### src/logic/parallel_port_pkg.sv
// Shared constants and types of the parallel port register core
package parallel_port_pkg;

  // Register indices; byte address on the bus is four times the index
  localparam logic [3:0] IDX_DATA     = 4'h0;
  localparam logic [3:0] IDX_STATUS   = 4'h1;
  localparam logic [3:0] IDX_CONTROL  = 4'h2;
  localparam logic [3:0] IDX_EPP_ADDR = 4'h3;
  localparam logic [3:0] IDX_EPP_D0   = 4'h4;
  localparam logic [3:0] IDX_EPP_D3   = 4'h7;
  localparam logic [3:0] IDX_MODE     = 4'h8;
  localparam logic [3:0] IDX_IRQ_STS  = 4'h9;
  localparam logic [3:0] IDX_IRQ_MASK = 4'ha;

  // Status register bit positions
  localparam int STS_CYCLE_TIMEOUT_FLAG   = 0;
  localparam int STS_FAULT   = 3;
  localparam int STS_ONLINE  = 4;
  localparam int STS_PAPER   = 5;
  localparam int STS_ACCEPT  = 6;
  localparam int STS_READY   = 7;

  // Control register bit positions
  localparam int CTL_STROBE  = 0;
  localparam int CTL_LFEED   = 1;
  localparam int CTL_INIT    = 2;
  localparam int CTL_SELECT  = 3;
  localparam int CTL_INTERRUPT_ENABLE_CTL    = 4;
  localparam int CTL_DIR     = 5;
  localparam int CTL_WIDTH   = 6;

  // Interrupt status / mask bit positions
  localparam int IRQ_CYCLE_TIMEOUT_FLAG   = 0;
  localparam int IRQ_ACK     = 1;
  localparam int IRQ_WIDTH   = 2;

  // Reset values
  localparam logic [7:0]           DATA_RESET = 8'h00;
  localparam logic [CTL_WIDTH-1:0] CTL_RESET  = 6'h00;

  // Operating modes held in the mode register
  localparam logic [1:0] MODE_STD   = 2'h0;
  localparam logic [1:0] MODE_BIDIR = 2'h1;
  localparam logic [1:0] MODE_EPP   = 2'h2;
  localparam logic [1:0] MODE_ECP   = 2'h3;
  localparam logic [1:0] MODE_RESET = 2'h0;

  // EPP watchdog: 10 us at a 50 ns clock
  localparam int         EPP_TIMEOUT_NS = 10000;
  localparam int         CLK_PERIOD_NS  = 50;
  localparam logic [7:0] EPP_TMO_CYCLES =
    8'(EPP_TIMEOUT_NS / CLK_PERIOD_NS);

  // Bus answer sequencer
  typedef enum logic [1:0]
  {
    BUS_IDLE   = 2'b01,
    BUS_ANSWER = 2'b10
  } bus_state_t;

endpackage

### src/logic/irq_status.sv
// Sticky interrupt status with mask and clear-on-read
`timescale 1ns/1ps
module irq_status
(
  input  wire logic                                 i_sys_clk,
  input  wire logic                                 i_nrst,
  input  wire logic [parallel_port_pkg::IRQ_WIDTH-1:0] i_event,
  input  wire logic                                 i_sts_rd_clr,
  input  wire logic                                 i_mask_we,
  input  wire logic [parallel_port_pkg::IRQ_WIDTH-1:0] i_mask_wdata,
  output logic      [parallel_port_pkg::IRQ_WIDTH-1:0] o_status,
  output logic      [parallel_port_pkg::IRQ_WIDTH-1:0] o_mask,
  output logic                                      o_irq
);

  // A new event in the clearing cycle survives the clear
  always_ff @(posedge i_sys_clk or negedge i_nrst)
  begin
    if (!i_nrst)
      o_status <= '0;
    else if (i_sts_rd_clr)
      o_status <= i_event;
    else
      o_status <= o_status | i_event;
  end

  // Mask written by software
  always_ff @(posedge i_sys_clk or negedge i_nrst)
  begin
    if (!i_nrst)
      o_mask <= '0;
    else if (i_mask_we)
      o_mask <= i_mask_wdata;
  end

  // Level output, registered
  always_ff @(posedge i_sys_clk or negedge i_nrst)
  begin
    if (!i_nrst)
      o_irq <= 1'b0;
    else
      o_irq <= |(o_status & o_mask);
  end

endmodule

### src/logic/level_sync.sv
// Two-flop synchroniser for a group of pin levels
`timescale 1ns/1ps
module level_sync
#(
  parameter int WIDTH = 1
)
(
  input  wire logic             i_sys_clk,
  input  wire logic             i_nrst,
  input  wire logic [WIDTH-1:0] i_async,
  output logic      [WIDTH-1:0] o_sync
);

  logic [WIDTH-1:0] meta_q;

  // First stage feeds only the second
  always_ff @(posedge i_sys_clk or negedge i_nrst)
  begin
    if (!i_nrst)
    begin
      meta_q <= '0;
      o_sync <= '0;
    end
    else
    begin
      meta_q <= i_async;
      o_sync <= meta_q;
    end
  end

endmodule

### src/logic/parallel_port_register_core.sv
// Parallel port register core behind an Avalon-MM slave
//
// Summary of operation
// - Decode data, status, control, EPP address, EPP data
// - Data, control RW; status writable in EPP only
// - EPP registers respond only in EPP mode
// - Reset clears data latch; lines driven low
// - Written data byte appears uninverted on lines
// - Data read returns live line levels
// - Status value frozen during the read cycle
// - Status bit 0 flags EPP 10 us time-out
// - Time-out cleared by reset or writing one
// - Status bits 1 and 2 read zero
// - Status bit 3 returns live fault input
// - Control bits 0-5 stored; 6, 7 read zero
// - Standard, bidirectional, EPP and ECP modes
// - Status 4-6 direct inputs, bit 7 inverted busy
// - Control bit 0 inverted onto strobe output
`timescale 1ns/1ps
module parallel_port_register_core
(
  input  wire logic        i_sys_clk,
  input  wire logic        i_nrst,
  // Avalon-MM slave, byte address
  input  wire logic [5:0]  i_avs_address,
  input  wire logic        i_avs_read,
  input  wire logic        i_avs_write,
  input  wire logic [31:0] i_avs_writedata,
  input  wire logic [3:0]  i_avs_byteenable,
  output logic      [31:0] o_avs_readdata,
  output logic             o_avs_waitrequest,
  output logic             o_irq,
  // Parallel data lines, two-way
  input  wire logic [7:0]  i_parallel_data_lines,
  output logic      [7:0]  o_parallel_data_lines,
  output logic             o_parallel_data_oe,
  // Printer status inputs, asynchronous
  input  wire logic        i_printer_fault_in,
  input  wire logic        i_printer_online_in,
  input  wire logic        i_paper_out_in,
  input  wire logic        i_char_accepted_in,
  input  wire logic        i_printer_busy_in,
  // Printer control outputs
  output logic             o_strobe_out_n,
  output logic             o_line_feed_ctl_n,
  output logic             o_printer_init_ctl_n,
  output logic             o_select_request_ctl_n,
  // EPP cycle sequencer hooks, same clock
  input  wire logic        i_epp_cycle_active,
  output logic             o_epp_cycle_start,
  output logic             o_epp_cycle_is_addr,
  output logic             o_epp_cycle_abort
);

  // Bus sequencing
  parallel_port_pkg::bus_state_t bus_state_q;
  logic       bus_req;
  logic       bus_done;
  logic       wr_done;
  logic       rd_done;
  logic       lane0_we;
  logic [3:0] reg_idx;
  logic [7:0] wr_byte;
  logic [7:0] rd_mux;

  // Register state
  logic [7:0]  data_q;
  logic [parallel_port_pkg::CTL_WIDTH-1:0] ctl_q;
  logic [1:0]  mode_q;
  logic        cycle_timeout_flag_q;
  logic [7:0]  wdog_cnt_q;
  logic        tmo_evt;
  logic        epp_mode;

  // Synchronised pins
  logic [7:0]  pd_sync;
  logic [4:0]  sts_async;
  logic [4:0]  sts_sync;
  logic        fault_s;
  logic        online_s;
  logic        paper_s;
  logic        accept_s;
  logic        busy_s;
  logic        accept_prev_q;
  logic        accept_rise;
  logic [7:0]  status_val;

  // Interrupt block
  logic [parallel_port_pkg::IRQ_WIDTH-1:0] irq_evt;
  logic [parallel_port_pkg::IRQ_WIDTH-1:0] irq_sts;
  logic [parallel_port_pkg::IRQ_WIDTH-1:0] irq_mask;

  // Index lies in the EPP-only window 3..7
  function automatic logic is_epp_idx(input logic [3:0] idx);
    is_epp_idx = (idx >= parallel_port_pkg::IDX_EPP_ADDR) &&
                 (idx <= parallel_port_pkg::IDX_EPP_D3);
  endfunction

  // Write strobe for one register index
  function automatic logic wr_hit(input logic [3:0] idx,
                                  input logic [3:0] want,
                                  input logic       we);
    wr_hit = we && (idx == want);
  endfunction

  assign reg_idx  = i_avs_address[5:2];
  assign wr_byte  = i_avs_writedata[7:0];
  assign bus_req  = i_avs_read | i_avs_write;
  assign bus_done = (bus_state_q == parallel_port_pkg::BUS_ANSWER);
  assign wr_done  = bus_done & i_avs_write;
  assign rd_done  = bus_done & i_avs_read;
  assign lane0_we = wr_done & i_avs_byteenable[0];
  assign epp_mode = (mode_q == parallel_port_pkg::MODE_EPP);

  // Pin inputs pass two flops before any use
  assign sts_async = {i_printer_busy_in, i_char_accepted_in,
                      i_paper_out_in, i_printer_online_in,
                      i_printer_fault_in};

  level_sync #(.WIDTH(8)) u_pd_sync
  (
    .i_sys_clk (i_sys_clk),
    .i_nrst    (i_nrst),
    .i_async   (i_parallel_data_lines),
    .o_sync    (pd_sync)
  );

  level_sync #(.WIDTH(5)) u_sts_sync
  (
    .i_sys_clk (i_sys_clk),
    .i_nrst    (i_nrst),
    .i_async   (sts_async),
    .o_sync    (sts_sync)
  );

  assign fault_s  = sts_sync[0];
  assign online_s = sts_sync[1];
  assign paper_s  = sts_sync[2];
  assign accept_s = sts_sync[3];
  assign busy_s   = sts_sync[4];

  // Status byte as seen by software
  always_comb
  begin
    status_val = 8'h00;
    status_val[parallel_port_pkg::STS_CYCLE_TIMEOUT_FLAG] =
      cycle_timeout_flag_q & epp_mode;
    status_val[parallel_port_pkg::STS_FAULT]  = fault_s;
    status_val[parallel_port_pkg::STS_ONLINE] = online_s;
    status_val[parallel_port_pkg::STS_PAPER]  = paper_s;
    status_val[parallel_port_pkg::STS_ACCEPT] = accept_s;
    status_val[parallel_port_pkg::STS_READY]  = ~busy_s;
  end

  // Read data selection
  always_comb
  begin
    rd_mux = 8'h00;
    case (reg_idx)
      parallel_port_pkg::IDX_DATA:
        rd_mux = pd_sync;
      parallel_port_pkg::IDX_STATUS:
        rd_mux = status_val;
      parallel_port_pkg::IDX_CONTROL:
        rd_mux = {2'b00, ctl_q};
      parallel_port_pkg::IDX_MODE:
        rd_mux = {6'h00, mode_q};
      parallel_port_pkg::IDX_IRQ_STS:
        rd_mux = {6'h00, irq_sts};
      parallel_port_pkg::IDX_IRQ_MASK:
        rd_mux = {6'h00, irq_mask};
      default:
      begin
        // Outside EPP the EPP window reads zero
        if (is_epp_idx(reg_idx) && epp_mode)
          rd_mux = pd_sync;
        else
          rd_mux = 8'h00;
      end
    endcase
  end

  // Answer one cycle after the request; read data is captured
  // then and held, so status cannot move under the read
  always_ff @(posedge i_sys_clk or negedge i_nrst)
  begin
    if (!i_nrst)
    begin
      bus_state_q       <= parallel_port_pkg::BUS_IDLE;
      o_avs_waitrequest <= 1'b1;
      o_avs_readdata    <= 32'h0000_0000;
    end
    else
    begin
      case (bus_state_q)
        parallel_port_pkg::BUS_IDLE:
        begin
          if (bus_req)
          begin
            bus_state_q       <= parallel_port_pkg::BUS_ANSWER;
            o_avs_waitrequest <= 1'b0;
            o_avs_readdata    <= i_avs_read ?
                                 {24'h00_0000, rd_mux} :
                                 32'h0000_0000;
          end
        end
        parallel_port_pkg::BUS_ANSWER:
        begin
          bus_state_q       <= parallel_port_pkg::BUS_IDLE;
          o_avs_waitrequest <= 1'b1;
        end
        default:
        begin
          bus_state_q       <= parallel_port_pkg::BUS_IDLE;
          o_avs_waitrequest <= 1'b1;
        end
      endcase
    end
  end

  // Data latch; EPP register writes also place their byte
  always_ff @(posedge i_sys_clk or negedge i_nrst)
  begin
    if (!i_nrst)
      data_q <= parallel_port_pkg::DATA_RESET;
    else if (wr_hit(reg_idx, parallel_port_pkg::IDX_DATA,
                    lane0_we))
      data_q <= wr_byte;
    else if (lane0_we && is_epp_idx(reg_idx) && epp_mode)
      data_q <= wr_byte;
  end

  // Control register, six stored bits
  always_ff @(posedge i_sys_clk or negedge i_nrst)
  begin
    if (!i_nrst)
      ctl_q <= parallel_port_pkg::CTL_RESET;
    else if (wr_hit(reg_idx, parallel_port_pkg::IDX_CONTROL,
                    lane0_we))
      ctl_q <= wr_byte[parallel_port_pkg::CTL_WIDTH-1:0];
  end

  // Mode selection; a change can move the data-line output enable
  always_ff @(posedge i_sys_clk or negedge i_nrst)
  begin
    if (!i_nrst)
      mode_q <= parallel_port_pkg::MODE_RESET;
    else if (wr_hit(reg_idx, parallel_port_pkg::IDX_MODE,
                    lane0_we))
      mode_q <= wr_byte[1:0];
  end

  // Watchdog counts an active EPP cycle; saturates so it
  // fires only once per cycle
  always_ff @(posedge i_sys_clk or negedge i_nrst)
  begin
    if (!i_nrst)
      wdog_cnt_q <= 8'h00;
    else if (!i_epp_cycle_active)
      wdog_cnt_q <= 8'h00;
    else if (wdog_cnt_q != parallel_port_pkg::EPP_TMO_CYCLES)
      wdog_cnt_q <= wdog_cnt_q + 8'h01;
  end

  assign tmo_evt = i_epp_cycle_active &&
    (wdog_cnt_q == parallel_port_pkg::EPP_TMO_CYCLES - 8'h01);

  // Time-out flag; a new time-out beats a clear
  always_ff @(posedge i_sys_clk or negedge i_nrst)
  begin
    if (!i_nrst)
      cycle_timeout_flag_q <= 1'b0;
    else if (tmo_evt)
      cycle_timeout_flag_q <= 1'b1;
    else if (epp_mode &&
             wr_hit(reg_idx, parallel_port_pkg::IDX_STATUS,
                    lane0_we) &&
             wr_byte[parallel_port_pkg::STS_CYCLE_TIMEOUT_FLAG])
      cycle_timeout_flag_q <= 1'b0;
  end

  // Sequencer hooks: start pulse for EPP writes, abort pulse
  always_ff @(posedge i_sys_clk or negedge i_nrst)
  begin
    if (!i_nrst)
    begin
      o_epp_cycle_start   <= 1'b0;
      o_epp_cycle_is_addr <= 1'b0;
      o_epp_cycle_abort   <= 1'b0;
    end
    else
    begin
      o_epp_cycle_start <= lane0_we && epp_mode &&
                           is_epp_idx(reg_idx);
      if (lane0_we && epp_mode && is_epp_idx(reg_idx))
        o_epp_cycle_is_addr <=
          (reg_idx == parallel_port_pkg::IDX_EPP_ADDR);
      o_epp_cycle_abort <= tmo_evt;
    end
  end

  // Acknowledge rising edge raises an interrupt when enabled
  always_ff @(posedge i_sys_clk or negedge i_nrst)
  begin
    if (!i_nrst)
      accept_prev_q <= 1'b0;
    else
      accept_prev_q <= accept_s;
  end

  assign accept_rise = accept_s & ~accept_prev_q;

  always_comb
  begin
    irq_evt = '0;
    irq_evt[parallel_port_pkg::IRQ_CYCLE_TIMEOUT_FLAG] = tmo_evt;
    irq_evt[parallel_port_pkg::IRQ_ACK]   =
      accept_rise & ctl_q[parallel_port_pkg::CTL_INTERRUPT_ENABLE_CTL];
  end

  irq_status u_irq
  (
    .i_sys_clk    (i_sys_clk),
    .i_nrst       (i_nrst),
    .i_event      (irq_evt),
    .i_sts_rd_clr (rd_done &&
                   (reg_idx == parallel_port_pkg::IDX_IRQ_STS)),
    .i_mask_we    (wr_hit(reg_idx, parallel_port_pkg::IDX_IRQ_MASK,
                          lane0_we)),
    .i_mask_wdata (wr_byte[parallel_port_pkg::IRQ_WIDTH-1:0]),
    .o_status     (irq_sts),
    .o_mask       (irq_mask),
    .o_irq        (o_irq)
  );

  // Pin drivers, one cycle behind the registers
  always_ff @(posedge i_sys_clk or negedge i_nrst)
  begin
    if (!i_nrst)
    begin
      o_parallel_data_lines  <= 8'h00;
      o_parallel_data_oe     <= 1'b1;
      o_strobe_out_n         <= 1'b1;
      o_line_feed_ctl_n      <= 1'b1;
      o_printer_init_ctl_n   <= 1'b0;
      o_select_request_ctl_n <= 1'b1;
    end
    else
    begin
      o_parallel_data_lines <= data_q;
      // Standard mode always drives; others follow direction
      o_parallel_data_oe <=
        (mode_q == parallel_port_pkg::MODE_STD) ||
        !ctl_q[parallel_port_pkg::CTL_DIR];
      o_strobe_out_n <=
        ~ctl_q[parallel_port_pkg::CTL_STROBE];
      o_line_feed_ctl_n <=
        ~ctl_q[parallel_port_pkg::CTL_LFEED];
      o_printer_init_ctl_n <=
        ctl_q[parallel_port_pkg::CTL_INIT];
      o_select_request_ctl_n <=
        ~ctl_q[parallel_port_pkg::CTL_SELECT];
    end
  end

endmodule

### config.mk
export PLATFORM = sky130hd
export DESIGN_NAME = parallel_port_register_core
export DESIGN_NICKNAME = d
export VERILOG_FILES = /design/src/logic/parallel_port_pkg.sv /design/src/logic/irq_status.sv /design/src/logic/level_sync.sv /design/src/logic/parallel_port_register_core.sv
export SDC_FILE = /design/constraint.sdc
export NUM_CORES = 1
export LEC_CHECK = 0
export BUFFER_PORTS_ARGS = -buffer_cell sky130_fd_sc_hd__buf_2
export CAP_MARGIN = 15
export CORE_ASPECT_RATIO = 0.75
export CORE_MARGIN = 2
export CORE_UTILIZATION = 30
export CTS_CLUSTER_DIAMETER = 150
export DETAILED_ROUTE_END_ITERATION = 10
export HOLD_SLACK_MARGIN = 0.1
export PLACE_DENSITY = 0.61
export SYNTH_ARGS = -nofsm -noshare
export SYNTH_HDL_FRONTEND = slang
export SYNTH_SLANG_ARGS = --single-unit
### constraint.sdc
create_clock -name i_sys_clk -period 5.1 [get_ports i_sys_clk]
set_input_delay 0.51 -clock i_sys_clk [delete_from_list [all_inputs] [get_ports i_sys_clk]]
set_output_delay 0.51 -clock i_sys_clk [all_outputs]
set_load 0.1 [all_outputs]
==> results.ini <==
[die]
die_area_sq_mm=0.01183
initial_core_util=0.3042
num_rows=33
die_w_um=124.9
io_pins=110
dieHeight_um=94.70
coreArea_sq_mm=0.01082

[logic_synthesis]
yosysSeqAreaShare=0.6331
synth_area_per_cell_sq_um=13.49
yosysTopAreaCell=dfrtp_1
yosysMostFrequentCell=dfrtp_1
synth-seq-cells=83
yosys-top-cells-area=dfrtp_1 (59%), buf_4 (5.5%), dfstp_2 (4.0%)
syn-cell-area_sq_mm=0.003291
yosysWarnings=0
yosysTopAreaCellShare=0.5932
post_synth_num_cell_types=50
synthArstFlopShare=1.000
ys.flop_type=dfrtp_1
syn_inst=244
yosys-top-cells-count=dfrtp_1 (78), buf_4 (24), nand2_1 (14), mux2_1 (11)
synth_edf_count=0

[global_route]
grt_pass1_wl_mm=9.942
overflow=0
grt_pass1_vias=1872
track_usage=0.1116
grt_max_degree=84
antenna_found_initial=0

[power_and_ir_drop]
p_int_w=0.001167
power.density_mw_per_mm2=476.1
netSwitchingPower_w=0.0006874
p_clk_frac=0.326
sw_frac_of_total=0.3708
combPwrFrac=0.258
peakVddDrop_mv=0.1908
p_seq_frac=0.416
leakage_nw=1.905

[detailed_routing]
wire_per_inst_um=13.82
postRouteAntennaNets=0
drtIter0Drc=169
wl_mm=6.221
viasPerCell=4.284
top_layer_used=met4
wl_met2_mm=2.706
drc=0
firstDrtPassIters=4
m1WireLength_mm=2.960
vias=1928
wl_met3_um=511

[sta]
setup_tns_ns=0
setup_violations=0
period_share=0.3741
fin_crit_ns=1.908
fmax_mhz=524.2
slew_violations=0
setup_ws_ns=3.192
tightest_slew_ns=0.9934
slew_headroom=0.3378
finalHoldViolCount=0
hold_ws_ns=0.2759
skew_ns=0.01415
rsz0062_at_grt=false

[setup_path]
cp.required_ns=5.31
critical-path-top-delay-family=simple AND/OR/NAND/NOR gates
worst-path-buf-inv=0
critPathArrivalTime_ns=2.12
crit_fanout=8
crit_start=mode_q[1]
crit_path_max_incr_delay_ns=0.48
reg2reg_from=mode_q[1]
crit_chain=or3b_1 > o21ai_4 > and2_4 > mux2_4
startpoint_type=flop
critPathSlowestCell=or3b_1
crit_path_end_kind=flop
worstSetupPathType=reg -> reg

[clock_network]
htree_levels=3
cts_setup_buffers=0
clk_pin_slew_ns=0.06
cts_buffers=9
clk_path_buf_depth=2
cts_tree=built
cts_sinks=83
clkLatencyLatePin_ns=0.34
root_buffer=clkbuf_16
holdBufCountCts=0
postCtsResizedCells=0

[placement]
place_inst=434
placed_cell_area_sq_mm=0.003610
place_congestion=0.8570
hpwl_mm=4.290
place.port_buffers=56
place_ws_ns=2.871

[final_layout]
fill_cells=1118
register_area_sq_mm=0.002083
multi_input_comb_area_sq_mm=0.001039
areaGrowthSynthToFinish_pct=18.33
antenna_cells=0
stdcell_count=450
drive_gt1_frac=0.2903
nets=367
final_area_sq_mm=0.003894

[job]
cap_violations=0

[worst_hold_path]
hold_class=in -> reg
hp-start=i_parallel_data_lines[3]

[outcome]
outcome=complete, no violations

## per-stage QoR
stage,utilization,total power (W)
finish,0.3599,0.001854
global route,0.3599,0.001936
CTS,0.3599,0.001873
detailed placement,0.3337,0.001263
global placement,0.3337,0.001257
floorplan,-,0.001182
## power groups by stage
stage / sequential, W / clock, W / combinational [W]
3_5_place_dp: 0.000783 / 0 / 0.000480
6_report: 0.000772 / 0.000604 / 0.000478
4_1_cts: 0.000772 / 0.000620 / 0.000481
5_1_grt: 0.000781 / 0.000656 / 0.000500
3_3_place_gp: 0.000780 / 0 / 0.000477
2_1_floorplan: 0.00100 / 0 / 0.000178
## area by class of cell
| cell class | count | area share |
|---|---|---|
| repair buffers | 56 | 0.07262 |
| multi-input cells | 147 | 0.2667 |
| well taps | 140 | 0.04499 |
| flip-flops and latches | 83 | 0.5350 |
| inverters | 8 | 0.007712 |
| clock inverters | 3 | 0.006105 |
| clock buffers | 13 | 0.06684 |
## worst reg2reg max path: stages (launching register included)
cell and delay (ns):
dfrtp_1 0.43, or3b_1 0.48, o21ai_4 0.27, and2_4 0.30
mux2_4 0.32
## kinds of logic after synthesis
group | Yosys count | share of synthesized area
compound gates | 35 | 0.07643
buf+inv | 37 | 0.07757
xor+xnor | 6 | 0.01597
simple gates | 60 | 0.1110
mux | 20 | 0.07719
fa+ha+maj | 2 | 0.007603
other cells | 1 | 0.001140
flops | 83 | 0.6331
## cells in the final DEF, fill, tap and decap left out, types with 2 or more instances in the layout
cell type | netlist | final
dfrtp_1 | 78 | 78
buf_2 | 2 | 55
conb_1 | 1 | 24
nand2_1 | 14 | 14
mux2_1 | 11 | 11
clkbuf_16 | 0 | 9
nand3_1 | 8 | 8
mux2_4 | 8 | 8
and2_1 | 8 | 8
inv_1 | 7 | 7
o21ai_1 | 7 | 7
nor2_1 | 6 | 6
xnor2_1 | 5 | 5
a21oi_1 | 5 | 5
dfstp_2 | 5 | 5
nor2b_1 | 3 | 3
a21o_1 | 3 | 3
nor3_1 | 3 | 3
a22o_1 | 3 | 3
o21ai_0 | 3 | 3
and3_1 | 3 | 3
a222oi_1 | 3 | 3
a221oi_1 | 3 | 3
nand4b_1 | 2 | 2
nand2b_1 | 2 | 2
a32oi_1 | 2 | 2
ha_1 | 2 | 2
clkbuf_1 | 1 | 2
clkbuf_8 | 0 | 2
clkinvlp_4 | 0 | 2
## path summary, 6_finish.rpt
path	cells past startpoint	slack (ns)	to
max	4	3.19	data_q[1]
min	1	0.28	u_pd_sync.meta_q[3]
max reg2reg	4	3.19	data_q[1]
min reg2reg	0	0.35	u_pd_sync.o_sync[4]
max in group asynchronous	1	4.12	u_irq.o_mask[0]
min in group asynchronous	1	0.35	data_q[1]
## layer usage
layer / up-vias / track usage
met5: - / 0
met1: 936 / 0.1461
met3: 4 / 0.05779
met4: 0 / 0.03426
li1: 926 / -
met2: 62 / 0.1612
## sequential cells by signal (all words and copies together), names as in the netlist, 2 cells and up
signal	flops
u_pd_sync.o_sync	8
mode_q	2
u_sts_sync.o_sync	5
u_irq.o_mask	2
bus_state_q	2
o_avs_readdata	8
u_sts_sync.meta_q	5
data_q	8
wdog_cnt_q	8
u_irq.o_status	2
u_pd_sync.meta_q	8
o_parallel_data_lines	8
ctl_q	6
Note: power is estimated with default switching activity, not from simulation.
